==> src/rtl/dlcm_pkg.sv <==
// Package of codes, reset values and monitor selections for the drive link command monitor.
package dlcm_pkg;
   // Instruction codes.
   localparam logic [7:0] DLCM_CODE_RESET = 8'hFD;
   localparam logic [7:0] DLCM_CODE_MODE_WR = 8'hFB;
   localparam logic [7:0] DLCM_CODE_CLEAR = 8'hFC;
   localparam logic [7:0] DLCM_CODE_EXT_RD = 8'h7F;
   localparam logic [7:0] DLCM_CODE_EXT_WR = 8'hFF;
   localparam logic [7:0] DLCM_CODE_BG_RD = 8'h6C;
   localparam logic [7:0] DLCM_CODE_BG_WR = 8'hEC;
   localparam logic [7:0] DLCM_CODE_GAIN2_WR = 8'h99;
   localparam logic [7:0] DLCM_CODE_GAIN4_WR = 8'h9A;
   localparam logic [7:0] DLCM_CODE_BG_LO = 8'h5E;
   localparam logic [7:0] DLCM_CODE_BG_HI = 8'h61;
   localparam logic [7:0] DLCM_CODE_BGW_LO = 8'hDE;
   localparam logic [7:0] DLCM_CODE_BGW_HI = 8'hE1;
   // Data keys.
   localparam logic [15:0] DLCM_KEY_RESET = 16'h9696;
   localparam logic [15:0] DLCM_KEY_CLR_A = 16'h5A5A;
   localparam logic [15:0] DLCM_KEY_CLR_B = 16'h55AA;
   localparam logic [15:0] DLCM_MODE_NET = 16'h0000;
   localparam logic [15:0] DLCM_EXT_MAX = 16'h0009;
   localparam logic [15:0] DLCM_BG_MAX = 16'h0002;
   // Bias/gain meanings.
   localparam logic [1:0] DLCM_BG_FREQ = 2'h0;
   localparam logic [1:0] DLCM_BG_PARAM = 2'h1;
   localparam logic [1:0] DLCM_BG_TERM = 2'h2;
   // Reply codes.
   localparam logic [15:0] DLCM_REPLY_OK = 16'h0000;
   localparam logic [15:0] DLCM_REPLY_BAD_CODE = 16'h0001;
   localparam logic [15:0] DLCM_REPLY_BAD_DATA = 16'h0003;
   // Monitor codes.
   localparam logic [7:0] DLCM_MON_NONE = 8'h00;
   localparam logic [7:0] DLCM_MON_FREQ = 8'h01;
   localparam logic [7:0] DLCM_MON_CURR = 8'h02;
   localparam logic [7:0] DLCM_MON_VOLT = 8'h03;
   localparam logic [7:0] DLCM_MON_SETF = 8'h05;
   // Layouts that open the extra monitor words.
   localparam logic [7:0] DLCM_LAYOUT_12 = 8'd12;
   localparam logic [7:0] DLCM_LAYOUT_14 = 8'd14;
   localparam logic [7:0] DLCM_LAYOUT_18 = 8'd18;
   // Reset values.
   localparam logic [15:0] DLCM_EXT_RST = 16'h0000;
   localparam logic [1:0] DLCM_BG_RST = 2'h0;
   localparam logic [15:0] DLCM_MON_RST = 16'h0000;
   // Number of monitor slots.
   localparam int DLCM_SLOTS = 6;
endpackage

==> src/rtl/dlcm_mon_mux.sv <==
// Monitor value selector for one slot, with registered output.
`timescale 1ns/1ps
module dlcm_mon_mux
   import dlcm_pkg::*;
#(
   parameter bit SECOND_SLOT = 1'b0
)
(
   input wire logic mclk,
   input wire logic rst,
   input wire logic ce,
   input wire logic [7:0] code,
   input wire logic [15:0] out_freq,
   input wire logic [15:0] out_curr,
   input wire logic [15:0] out_volt,
   input wire logic [15:0] set_freq,
   output logic [15:0] value_q
);
   logic [15:0] value_d;

   // Frequency codes report raw 0.01 Hz counts, never display scaling; code 00 reads zero outside the second slot.
   // RULE10 RULE11 RULE13 frequency codes
   always_comb
   begin
      case (code)
         DLCM_MON_NONE: value_d = SECOND_SLOT ? out_freq : 16'h0000;
         DLCM_MON_FREQ: value_d = out_freq;
         DLCM_MON_CURR: value_d = out_curr;
         DLCM_MON_VOLT: value_d = out_volt;
         DLCM_MON_SETF: value_d = set_freq;
         default: value_d = 16'h0000;
      endcase
   end

   // Registered so the master never sees a half-switched selection.
   always_ff @(posedge mclk)
   begin
      if (rst)
         value_q <= 16'h0000;
      else if (ce)
         value_q <= value_d;
   end
endmodule

==> src/rtl/dlcm_core.sv <==
// Instruction code interpreter and monitor selector of the drive link option.
// Overview of operation
// RULE1: Code FD with data 9696 performs a complete drive reset.
// RULE2: Extension setting 0000..0009 is readable and writable, maps parameter codes.
// RULE3: Bias/gain selector: 00 frequency, 01 parameter analog, 02 terminal analog.
// RULE4: Extension write by code only when layout is zero, else from write register.
// RULE5: Gain frequencies also writable through codes 99 and 9A.
// RULE6: Monitor word low byte picks first value, high byte picks second.
// RULE7: Word 0302 selects current first and voltage second.
// RULE8: Layouts 12, 14, 18 alone accept monitor words three to six.
// RULE9: Code 00 gives frequency in second slot, zero in others.
// RULE10: Codes 00, 01, 05 always report frequency, ignoring display settings; here code 00 reads zero outside the second slot.
// RULE11: Output frequency value is unsigned binary in 0.01 Hz units.
// RULE12: Code FB with data 0000 switches the drive to network operation.
// RULE13: Monitor code 01 selects output frequency.
// RULE14: Power loss during clear 5A5A or 55AA also clears communication parameters.
// RULE15: Reset by code accepted only if startup mode nonzero or network mode.
// RULE16: Master waits for completion and zero reply before next frequency.
// RULE17: Execute on rising request; reply and done held until request clears.
`timescale 1ns/1ps
module dlcm_core
   import dlcm_pkg::*;
(
   input wire logic mclk,
   input wire logic rst,
   input wire logic ce,
   input wire logic instruction_execute_request,
   input wire logic [7:0] instr_code,
   input wire logic [15:0] instr_data,
   input wire logic [7:0] register_layout_select,
   input wire logic [15:0] ext_from_register,
   input wire logic [7:0] startup_mode_select,
   input wire logic power_lost,
   input wire logic [15:0] monitor_select_word,
   input wire logic [63:0] extra_monitor_select_words,
   input wire logic [15:0] out_freq,
   input wire logic [15:0] out_curr,
   input wire logic [15:0] out_volt,
   input wire logic [15:0] set_freq,
   output logic instr_done_q,
   output logic [15:0] reply_code_q,
   output logic [15:0] read_data_q,
   output logic drive_reset_q,
   output logic net_mode_q,
   output logic [15:0] ext_setting_q,
   output logic [1:0] bias_gain_sel_q,
   output logic gain_write_q,
   output logic gain_terminal4_q,
   output logic [15:0] gain_data_q,
   output logic clear_busy_q,
   output logic comm_param_clear_q,
   output logic [15:0] first_monitor_value,
   output logic [15:0] second_monitor_value,
   output logic [63:0] extra_monitor_values
);
   typedef enum logic [2:0] {
      DLCM_IDLE = 3'b001,
      DLCM_EXEC = 3'b010,
      DLCM_HOLD = 3'b100
   } dlcm_state_e;

   dlcm_state_e state_q;
   logic req_q;
   logic [15:0] ext_word_q;
   logic ext_wr_ok;
   logic extra_open;
   logic [15:0] reply_d;
   logic [15:0] rdata_d;
   logic [7:0] slot_code [DLCM_SLOTS];
   logic [15:0] slot_val [DLCM_SLOTS];

   // RULE4 layout gate
   assign ext_wr_ok = (register_layout_select == 8'h00);
   // RULE8 extra words gate
   assign extra_open = (register_layout_select == DLCM_LAYOUT_12)
      || (register_layout_select == DLCM_LAYOUT_14)
      || (register_layout_select == DLCM_LAYOUT_18);

   // Request edge detector; only a rising request starts work.
   always_ff @(posedge mclk)
   begin
      if (rst)
         req_q <= 1'b0;
      else if (ce)
         req_q <= instruction_execute_request;
   end

   // RULE17 handshake sequence
   always_ff @(posedge mclk)
   begin
      if (rst)
         state_q <= DLCM_IDLE;
      else if (ce)
      begin
         case (state_q)
            DLCM_IDLE: if (instruction_execute_request && !req_q) state_q <= DLCM_EXEC;
            DLCM_EXEC: state_q <= DLCM_HOLD;
            DLCM_HOLD: if (!instruction_execute_request) state_q <= DLCM_IDLE;
            default: state_q <= DLCM_IDLE;
         endcase
      end
   end

   // Reply and read data for the current instruction, decided in one place.
   always_comb
   begin
      reply_d = DLCM_REPLY_OK;
      rdata_d = 16'h0000;
      case (instr_code)
         // RULE1 drive reset key
         DLCM_CODE_RESET:
            if (instr_data != DLCM_KEY_RESET) reply_d = DLCM_REPLY_BAD_DATA;
            // RULE15 reset acceptance
            else if (startup_mode_select == 8'h00 && !net_mode_q)
               reply_d = DLCM_REPLY_BAD_CODE;
         // RULE12 network mode
         DLCM_CODE_MODE_WR:
            if (instr_data != DLCM_MODE_NET) reply_d = DLCM_REPLY_BAD_DATA;
         DLCM_CODE_CLEAR:
            if (instr_data != DLCM_KEY_CLR_A && instr_data != DLCM_KEY_CLR_B
               && instr_data != DLCM_KEY_RESET)
               reply_d = DLCM_REPLY_BAD_DATA;
         // RULE2 extension range
         DLCM_CODE_EXT_WR:
            if (instr_data > DLCM_EXT_MAX) reply_d = DLCM_REPLY_BAD_DATA;
         DLCM_CODE_EXT_RD: rdata_d = ext_setting_q;
         // RULE3 selector range
         DLCM_CODE_BG_WR:
            if (instr_data > DLCM_BG_MAX) reply_d = DLCM_REPLY_BAD_DATA;
         DLCM_CODE_BG_RD: rdata_d = {14'h0000, bias_gain_sel_q};
         DLCM_CODE_GAIN2_WR, DLCM_CODE_GAIN4_WR: reply_d = DLCM_REPLY_OK;
         default:
            if (!((instr_code >= DLCM_CODE_BG_LO && instr_code <= DLCM_CODE_BG_HI)
               || (instr_code >= DLCM_CODE_BGW_LO && instr_code <= DLCM_CODE_BGW_HI)))
               reply_d = DLCM_REPLY_BAD_CODE;
      endcase
   end

   // RULE17 reply capture
   always_ff @(posedge mclk)
   begin
      if (rst)
      begin
         reply_code_q <= DLCM_REPLY_OK;
         read_data_q <= 16'h0000;
      end
      else if (ce && state_q == DLCM_EXEC)
      begin
         reply_code_q <= reply_d;
         read_data_q <= rdata_d;
      end
   end

   // RULE17 done flag
   always_ff @(posedge mclk)
   begin
      if (rst)
         instr_done_q <= 1'b0;
      else if (ce)
         instr_done_q <= (state_q == DLCM_EXEC) || (state_q == DLCM_HOLD
            && instruction_execute_request);
   end

   // RULE1 reset pulse
   always_ff @(posedge mclk)
   begin
      if (rst)
         drive_reset_q <= 1'b0;
      else if (ce)
         drive_reset_q <= state_q == DLCM_EXEC && instr_code == DLCM_CODE_RESET
            && reply_d == DLCM_REPLY_OK;
   end

   // RULE12 network mode latch
   always_ff @(posedge mclk)
   begin
      if (rst)
         net_mode_q <= 1'b0;
      else if (ce && state_q == DLCM_EXEC && instr_code == DLCM_CODE_MODE_WR
         && reply_d == DLCM_REPLY_OK)
         net_mode_q <= 1'b1;
   end

   // Extension word written by instruction; survives a layout change.
   always_ff @(posedge mclk)
   begin
      if (rst)
         ext_word_q <= DLCM_EXT_RST;
      // RULE4 code write gated
      else if (ce && state_q == DLCM_EXEC && instr_code == DLCM_CODE_EXT_WR
         && reply_d == DLCM_REPLY_OK && ext_wr_ok)
         ext_word_q <= instr_data;
   end

   // RULE4 extension source
   always_ff @(posedge mclk)
   begin
      if (rst)
         ext_setting_q <= DLCM_EXT_RST;
      else if (ce)
         ext_setting_q <= ext_wr_ok ? ext_word_q : ext_from_register;
   end

   // RULE3 selector write
   always_ff @(posedge mclk)
   begin
      if (rst)
         bias_gain_sel_q <= DLCM_BG_RST;
      else if (ce && state_q == DLCM_EXEC && instr_code == DLCM_CODE_BG_WR
         && reply_d == DLCM_REPLY_OK)
         bias_gain_sel_q <= instr_data[1:0];
   end

   // RULE5 gain frequency writes
   always_ff @(posedge mclk)
   begin
      if (rst)
      begin
         gain_write_q <= 1'b0;
         gain_terminal4_q <= 1'b0;
         gain_data_q <= 16'h0000;
      end
      else if (ce)
      begin
         gain_write_q <= state_q == DLCM_EXEC && (instr_code == DLCM_CODE_GAIN2_WR
            || instr_code == DLCM_CODE_GAIN4_WR);
         // Gain data only moves on gain codes, so other instructions leave it alone.
         if (state_q == DLCM_EXEC && (instr_code == DLCM_CODE_GAIN2_WR
            || instr_code == DLCM_CODE_GAIN4_WR))
         begin
            gain_terminal4_q <= instr_code == DLCM_CODE_GAIN4_WR;
            gain_data_q <= instr_data;
         end
      end
   end

   // RULE14 clear in progress and power loss
   always_ff @(posedge mclk)
   begin
      if (rst)
      begin
         clear_busy_q <= 1'b0;
         comm_param_clear_q <= 1'b0;
      end
      else if (ce)
      begin
         if (state_q == DLCM_EXEC && instr_code == DLCM_CODE_CLEAR
            && (instr_data == DLCM_KEY_CLR_A || instr_data == DLCM_KEY_CLR_B))
            clear_busy_q <= 1'b1;
         else if (state_q == DLCM_IDLE)
            clear_busy_q <= 1'b0;
         comm_param_clear_q <= clear_busy_q && power_lost;
      end
   end

   // RULE6 RULE7 byte split
   assign slot_code[0] = monitor_select_word[7:0];
   assign slot_code[1] = monitor_select_word[15:8];

   // One selector per slot; extra slots read zero unless the layout opens them.
   genvar g;
   generate
      for (g = 0; g < DLCM_SLOTS; g++)
      begin : g_slot
         if (g >= 2)
         begin : g_extra
            // RULE8 extra slot codes
            assign slot_code[g] = extra_open ? extra_monitor_select_words[(g-2)*16 +: 8]
               : DLCM_MON_NONE;
            assign extra_monitor_values[(g-2)*16 +: 16] = slot_val[g];
         end
         // RULE9 slot specific zero
         dlcm_mon_mux #(.SECOND_SLOT(g == 1)) u_mux (
            .mclk(mclk),
            .rst(rst),
            .ce(ce),
            .code(slot_code[g]),
            .out_freq(out_freq),
            .out_curr(out_curr),
            .out_volt(out_volt),
            .set_freq(set_freq),
            .value_q(slot_val[g])
         );
      end
   endgenerate

   assign first_monitor_value = slot_val[0];
   assign second_monitor_value = slot_val[1];
endmodule

==> config.mk <==
export PLATFORM = sky130hd
export DESIGN_NAME = dlcm_core
export DESIGN_NICKNAME = d
export VERILOG_FILES = /design/src/rtl/dlcm_pkg.sv /design/src/rtl/dlcm_mon_mux.sv /design/src/rtl/dlcm_core.sv
export SDC_FILE = /design/constraint.sdc
export NUM_CORES = 1
export LEC_CHECK = 0
export BUFFER_PORTS_ARGS = -buffer_cell sky130_fd_sc_hd__buf_2
export CAP_MARGIN = 10
export CORE_MARGIN = 2
export CORE_UTILIZATION = 35
export CTS_CLUSTER_DIAMETER = 40
export DETAILED_ROUTE_END_ITERATION = 8
export PLACE_DENSITY = 0.64
export SETUP_SLACK_MARGIN = 0.1
export SYNTH_ARGS = -nofsm -noshare
export SYNTH_HDL_FRONTEND = slang
export SYNTH_SLANG_ARGS = --single-unit
==> constraint.sdc <==
create_clock -name mclk -period 3.2 [get_ports mclk]
set_input_delay 0.32 -clock mclk [delete_from_list [all_inputs] [get_ports mclk]]
set_output_delay 0.32 -clock mclk [all_outputs]
set_load 0.05 [all_outputs]
==> run metrics, run 1 <==
RD Place Congestion 0.891; Final Hold Fails 0; clk_skew 15.9 ps; Final Cycle Share 0.763; crit-path max FO 12; grt met2 use 0.369; Final Setup Violations 0; drt pass-1 iters 9; GR Util met1 0.299; Synth Area per Inst 8.53 sq um; CTS Sinks 175; Netlist cell types 60; fill count 2584; critical path arrival 2760 ps; Post-synth EDFFs 0; P_leak 4.89 nW; Slew Viols, Final 0; area delta synth->final 26.9%; GR peak layer met2; CTS max path bufs 2; Initial DRC Count 1038; worst min-delay path category in -> reg; Avg WL per Cell 19.3 um; Critical Path Source Type flip-flop; Post-CTS Resized 0; total track usage 0.228; vias per inst 5.69; CTS root buf clkbuf_16; Psw 1.43 mW; die height 166 um; maximum VDD drop 0.233 mV; total number of H-tree levels 4; # DRC 0; max cap viols 0; Synth Cell Area 0.00921 sq mm; TNS Setup 0 ps; vias in the first global route 9070; effective utilization at floorplan 0.355; post-synthesis cell count 1079; IO buf count 327; final WL 33100 um; Antenna Violating Nets Remaining 0; minimum period implied by the final worst setup slack 2440 ps; initial antenna violation count 6; internal power 3.49 mW; register area share after synthesis 0.380; switching share of power 0.292; Die ar. 0.0276 sq mm; ys flop type dfxtp_1; Final nets 1564; yosys warns 0; num rows 59; clock share of power 0.446; Hold WS 144 ps; sequential power share 0.449; layout cells sized above 1 0.300; CP required 3520 ps; Worst-path clk slew 80 ps; WS Path Type reg -> reg; largest net degree at the start of global routing 55; Post-CTS Repair Setup Buffers 0; Clock Latency Late Sink 430 ps; Worst-Margin Slew 1020 ps; Async SR Flop Fraction 0; CTS tree built; Die X 166 um; Max Clk Rate 409 MHz; Worst slew margin 0.314; Inserted Clock Buffers 17; RSZ-0062 raised after global routing no; io pins 374; met3 usage 0.0431; Seq cells post-synth 175; first-pass GRT wire length 51200 um; DR vias 9751; CP endpoint kind flip-flop; CTS Hold Bufs 0; Comb power frac 0.105; status completed; core box area 0.0259 sq mm; power per cell area 421 mW/mm^2; post-DP HPWL 24500 um; gr ovfl total 0
metrics by stage:
| stage | utilization | power (mW) | worst slack, ps | instance area, sq um | std cells |
|---|---|---|---|---|---|
| final | 0.451 | 4.92 | 758 | 11700 | 1713 |
| after CTS | 0.450 | 4.96 | 750 | 11700 | 1705 |
| after global routing | 0.451 | 5.11 | 557 | 11700 | 1712 |
| after global placement | 0.426 | 2.76 | 388 | 11000 | 1673 |
| after floorplan | - | 2.52 | 1030 | 9260 | 1092 |
| after detailed placement | 0.426 | 2.77 | 303 | 11000 | 1673 |
synthesized netlist by cell type (7+ instances only):
| library cell | n | area share |
|---|---|---|
| nor2_1 | 66 | 0.027 |
| nor4_1 | 10 | 0.0068 |
| dfxtp_1 | 175 | 0.38 |
| o21ai_1 | 52 | 0.028 |
| nand2b_1 | 39 | 0.026 |
| clkbuf_1 | 65 | 0.026 |
| buf_4 | 15 | 0.012 |
| a221oi_1 | 48 | 0.046 |
| a22o_1 | 51 | 0.049 |
| a21oi_2 | 10 | 0.0095 |
| nor4_4 | 7 | 0.016 |
| nor3_1 | 10 | 0.0054 |
| a21o_1 | 32 | 0.026 |
| a21oi_1 | 73 | 0.040 |
| a22oi_1 | 16 | 0.013 |
| nand2_1 | 130 | 0.053 |
| mux2i_1 | 38 | 0.041 |
| buf_2 | 19 | 0.010 |
| and2_1 | 18 | 0.012 |
| a222oi_1 | 32 | 0.035 |
| inv_1 | 7 | 0.0029 |
| nand3_1 | 38 | 0.021 |
| nor2b_1 | 20 | 0.014 |
| o22ai_1 | 17 | 0.012 |
| a311oi_1 | 16 | 0.015 |
cell usage in the layout (no fill, tap or decap), drive strengths merged, types with 20 or more instances in the layout:
cell and n:
nor2 66, dfxtp 175, nand3 38, a222oi 32, nor2b 20, a221oi 48
buf 351, a22o 51, a21o 32, nor4 20, o21ai 59, a21oi 83
mux2i 38, nand2 130, nand2b 39
state kept, by name, indices dropped and copies added, names as in the netlist, 2 cells and up:
register / flops
bias_gain_sel_q: 2
ext_setting_q: 16
ext_word_q: 16
g_slot.u_mux.value_q: 96
gain_data_q: 16
read_data_q: 16
reply_code_q: 2
state_q: 3
worst max-delay path: stages (launching register included):
cell,delay [ps]
dfxtp_1,370
nand4bb_1,480
nor3_1,340
nand4_1,190
a2111oi_4,350
buf_4,210
nor2_1,150
and2_1,230
path summary, 6_finish.rpt:
check | from | depth (start not counted) | slack [ps] | endpoint
worst max-delay path | state_q[0]$_SDFFE_PP1P_ | 7 | 760 | ext_word_q[15]$_SDFFE_PP0P_
worst min-delay path | ext_from_register[10] | 3 | 140 | ext_setting_q[10]$_SDFFE_PP0P_
worst max register to register | state_q[0]$_SDFFE_PP1P_ | 7 | 760 | ext_word_q[15]$_SDFFE_PP0P_
worst min register to register | g_slot[3].u_mux.value_q[15]$_SDFFE_PP0P_ | 2 | 450 | g_slot[3].u_mux.value_q[15]$_SDFFE_PP0P_
per-layer routing:
layer	vias to the layer above	share of wire	wire [um]
li1	4610	-	-
met1	4610	0.42	14000
met2	470	0.47	15500
met3	61	0.075	2490
met4	0	0.031	1030
met5	-	0	0
kinds of logic after synthesis:
| logic type | count (synthesis) | synth area share |
|---|---|---|
| xor gates and xnor gates | 1 | 0.000951 |
| DFF | 175 | 0.380 |
| AOI/OAI and AO/OA | 364 | 0.289 |
| buffers and inverters | 110 | 0.0546 |
| other | 1 | 0.000407 |
| and+or+nand+nor | 390 | 0.233 |
| muxes | 38 | 0.0413 |
cell type report:
cell class | count | area [sq um] | share of cell area
diodes | 6 | 15.0 | 0.00129
clock buffers | 17 | 425 | 0.0364
clock inverters | 15 | 188 | 0.0161
inverters | 7 | 26.3 | 0.00225
multi-input cells | 807 | 5270 | 0.451
flip-flops and latches | 175 | 3500 | 0.300
well taps | 335 | 419 | 0.0359
repair buffers | 351 | 1830 | 0.157
power by group through the flow:
stage / Combinational [mW] / Sequential [mW] / Clock (mW)
after detailed placement: 0.509 / 2.26 / 0
after floorplan: 0.220 / 2.30 / 0
after global routing: 0.553 / 2.21 / 2.34
after CTS: 0.511 / 2.21 / 2.24
final: 0.518 / 2.21 / 2.19
after global placement: 0.504 / 2.26 / 0
(Power assumes the default switching activity.)
==> inputs of run 2 (changes only) <==
==> constraint.sdc (replaced) <==
create_clock -name mclk -period 2.4 [get_ports mclk]
set_input_delay 0.24 -clock mclk [delete_from_list [all_inputs] [get_ports mclk]]
set_output_delay 0.24 -clock mclk [all_outputs]
set_load 0.05 [all_outputs]
==> run metrics, run 2 (synthesis gave the netlist of run 1 again) <==
hold path cells 3 (unchanged); status completed (unchanged); # DRC 0 (unchanged); total number of H-tree levels 4 (unchanged); Post-CTS Repair Setup Buffers 0 (unchanged); Inserted Clock Buffers 17 (unchanged); CP endpoint kind flip-flop (unchanged); CP Cell Sequence buf_2, nor4_4, o21ai_4, buf_4, nor4_4, a22o_1, a221oi_1, o21ai_1 (was nand4bb_1, nor3_1, nand4_1, a2111oi_4, buf_4, nor2_1, and2_1); Critical-path top delay cell nor4_4 (was nand4bb_1); max reg flops 96 (unchanged); crit-path max FO 16 (was 12); CP most frequent cell nor4_4; maximum VDD drop 0.440 mV (was 0.233 mV); post-DP HPWL 24300 um (was 24500 um); gr ovfl total 0 (unchanged); Worst-path clk slew 80 ps (about the same); Max Clk Rate 480 MHz; Die ar. 0.0276 sq mm (unchanged); first-pass GRT wire length 51300 um (was 51200 um); Hold Path Origin ext_from_register[6] (was ext_from_register[10]); largest stage delay on the critical path 890 ps (was 480 ps); Final Hold Fails 0 (unchanged); P_leak 4.95 nW (was 4.89 nW); num rows 59 (unchanged); R2R Path Start state_q[0]$_SDFFE_PP1P_ (unchanged); Die X 166 um (unchanged); core box area 0.0259 sq mm (unchanged); Avg WL per Cell 19.2 um (was 19.3 um); io pins 374 (unchanged); most frequent cells in the layout buf_2 (326), dfxtp_1 (175), nand2_1 (129) (was buf_2 (326), dfxtp_1 (175), nand2_1 (130)); area delta synth->final 27.8% (was 26.9%); Antenna Violating Nets Remaining 0 (unchanged); fill count 2585 (was 2584); die height 166 um (unchanged); power per cell area 551 mW/mm^2 (was 421 mW/mm^2); vias in the first global route 9264 (was 9070); Overall Power 6.49 mW (was 4.92 mW); IO buf count 327 (unchanged); Hold WS 54.6 ps (was 144 ps); Final Cycle Share 0.868; CTS Hold Bufs 0 (unchanged); vias per inst 5.68 (was 5.69); CTS tree built (unchanged); effective utilization at floorplan 0.355 (unchanged); Initial DRC Count 742 (was 1038); Clock Latency Late Sink 440 ps (was 430 ps); drt pass-1 iters 7 (was 9); clk_skew 13.7 ps (was 15.9 ps); DR vias 9784 (was 9751); max cap viols 0 (unchanged); largest net degree at the start of global routing 83 (was 55); Final Setup Violations 0 (unchanged); FF-to-FF path depth 6 (was 7); Reg with most FFs g_slot.u_mux.value_q (unchanged); Critical Path Source Type input port (was flip-flop); worst min-delay path category in -> reg (unchanged); final WL 33000 um (was 33100 um); dpl ws -257 ps (was 303 ps); TNS Setup 0 ps (unchanged); critical path arrival 2440 ps (was 2760 ps); layout cells sized above 1 0.308 (was 0.300); Hold EP ext_setting_q[6]$_SDFFE_PP0P_ (was ext_setting_q[10]$_SDFFE_PP0P_); FF-to-FF setup slack 340 ps (was 760 ps); minimum period implied by the final worst setup slack 2080 ps; delay-heaviest family, CP simple AND/OR/NAND/NOR gates (unchanged); commonest non-fill, non-tap cell in the layout buf_2 (unchanged); Final nets 1577 (was 1564); total track usage 0.227 (was 0.228); CTS max path bufs 2 (unchanged); CTS Sinks 175 (unchanged); Worst-Margin Slew 1020 ps (about the same); Slew Viols, Final 0 (unchanged); Worst slew margin 0.313 (was 0.314); WP buf/inv 2 (was 1); Critical R2R Capture ext_word_q[14]$_SDFFE_PP0P_ (was ext_word_q[15]$_SDFFE_PP0P_); CP required 2750 ps (was 3520 ps); fin cells 1722 (was 1713); Placed Cells 1686 (was 1673); CTS root buf clkbuf_16 (unchanged); Post-CTS Resized 0 (unchanged); RD Place Congestion 0.875 (was 0.891); RSZ-0062 raised after global routing no (unchanged); Final WS setup 318 ps (was 758 ps); initial antenna violation count 2 (was 6); WS Path Type in -> reg (was reg -> reg)
[run 2: stage by stage]
stage	cell area, sq um	utilization
after floorplan	9260	-
after global placement	11100	0.430
after CTS	11700	0.453
final	11800	0.454
after global routing	11800	0.454
after detailed placement	11100	0.430
[run 2: area by class of cell]
type                            instances  area [sq um]  share of cell area
Tap cell                              335           419              0.0356
Inverter                                7          26.3             0.00223
Clock inverter                         15           170              0.0145
Clock buffer                           17           425              0.0361
Timing Repair Buffer                  364          1940               0.165
Antenna cell                            2          5.00            0.000425
Multi-Input combinational cell        807          5280               0.448
Sequential cell                       175          3500               0.298
[run 2: metal layers]
layer / track usage / share of wire / wire length (um)
met5: 0 / 0 / 0
met2: 0.380 / 0.48 / 15700
met1: 0.289 / 0.42 / 13800
met3: 0.0498 / 0.080 / 2640
met4: 0.0786 / 0.025 / 841
[run 2: worst max path at each step]
stage / start / depth (start not counted) / slack [ps] / end
after floorplan: monitor_select_word[13] / 9 / 310 / g_slot[1].u_mux.value_q[10]$_SDFFE_PP0P_
final: register_layout_select[5] / 8 / 320 / g_slot[3].u_mux.value_q[8]$_SDFFE_PP0P_
after global placement: register_layout_select[5] / 7 / -180 / g_slot[2].u_mux.value_q[8]$_SDFFE_PP0P_
after CTS: state_q[0]$_SDFFE_PP1P_ / 6 / 160 / ext_word_q[14]$_SDFFE_PP0P_
after global routing: state_q[0]$_SDFFE_PP1P_ / 6 / 130 / ext_word_q[4]$_SDFFE_PP0P_
after detailed placement: register_layout_select[5] / 7 / -260 / g_slot[2].u_mux.value_q[12]$_SDFFE_PP0P_
[run 2: worst reg2reg max path: stages, from the launching register on]
cell,delay (ps)
dfxtp_1,380
nand4bb_1,300
nor3_1,270
nand4_1,190
a2111oi_4,420
nor2_2,180
and2_1,210
[run 2: power by group]
part / switching (mW) / internal (mW) / total, mW / leakage [nW]
clock: 1.44 / 1.41 / 2.84 / 0.293
combinational: 0.481 / 0.221 / 0.701 / 3.24
sequential: 0.0208 / 2.92 / 2.94 / 1.41
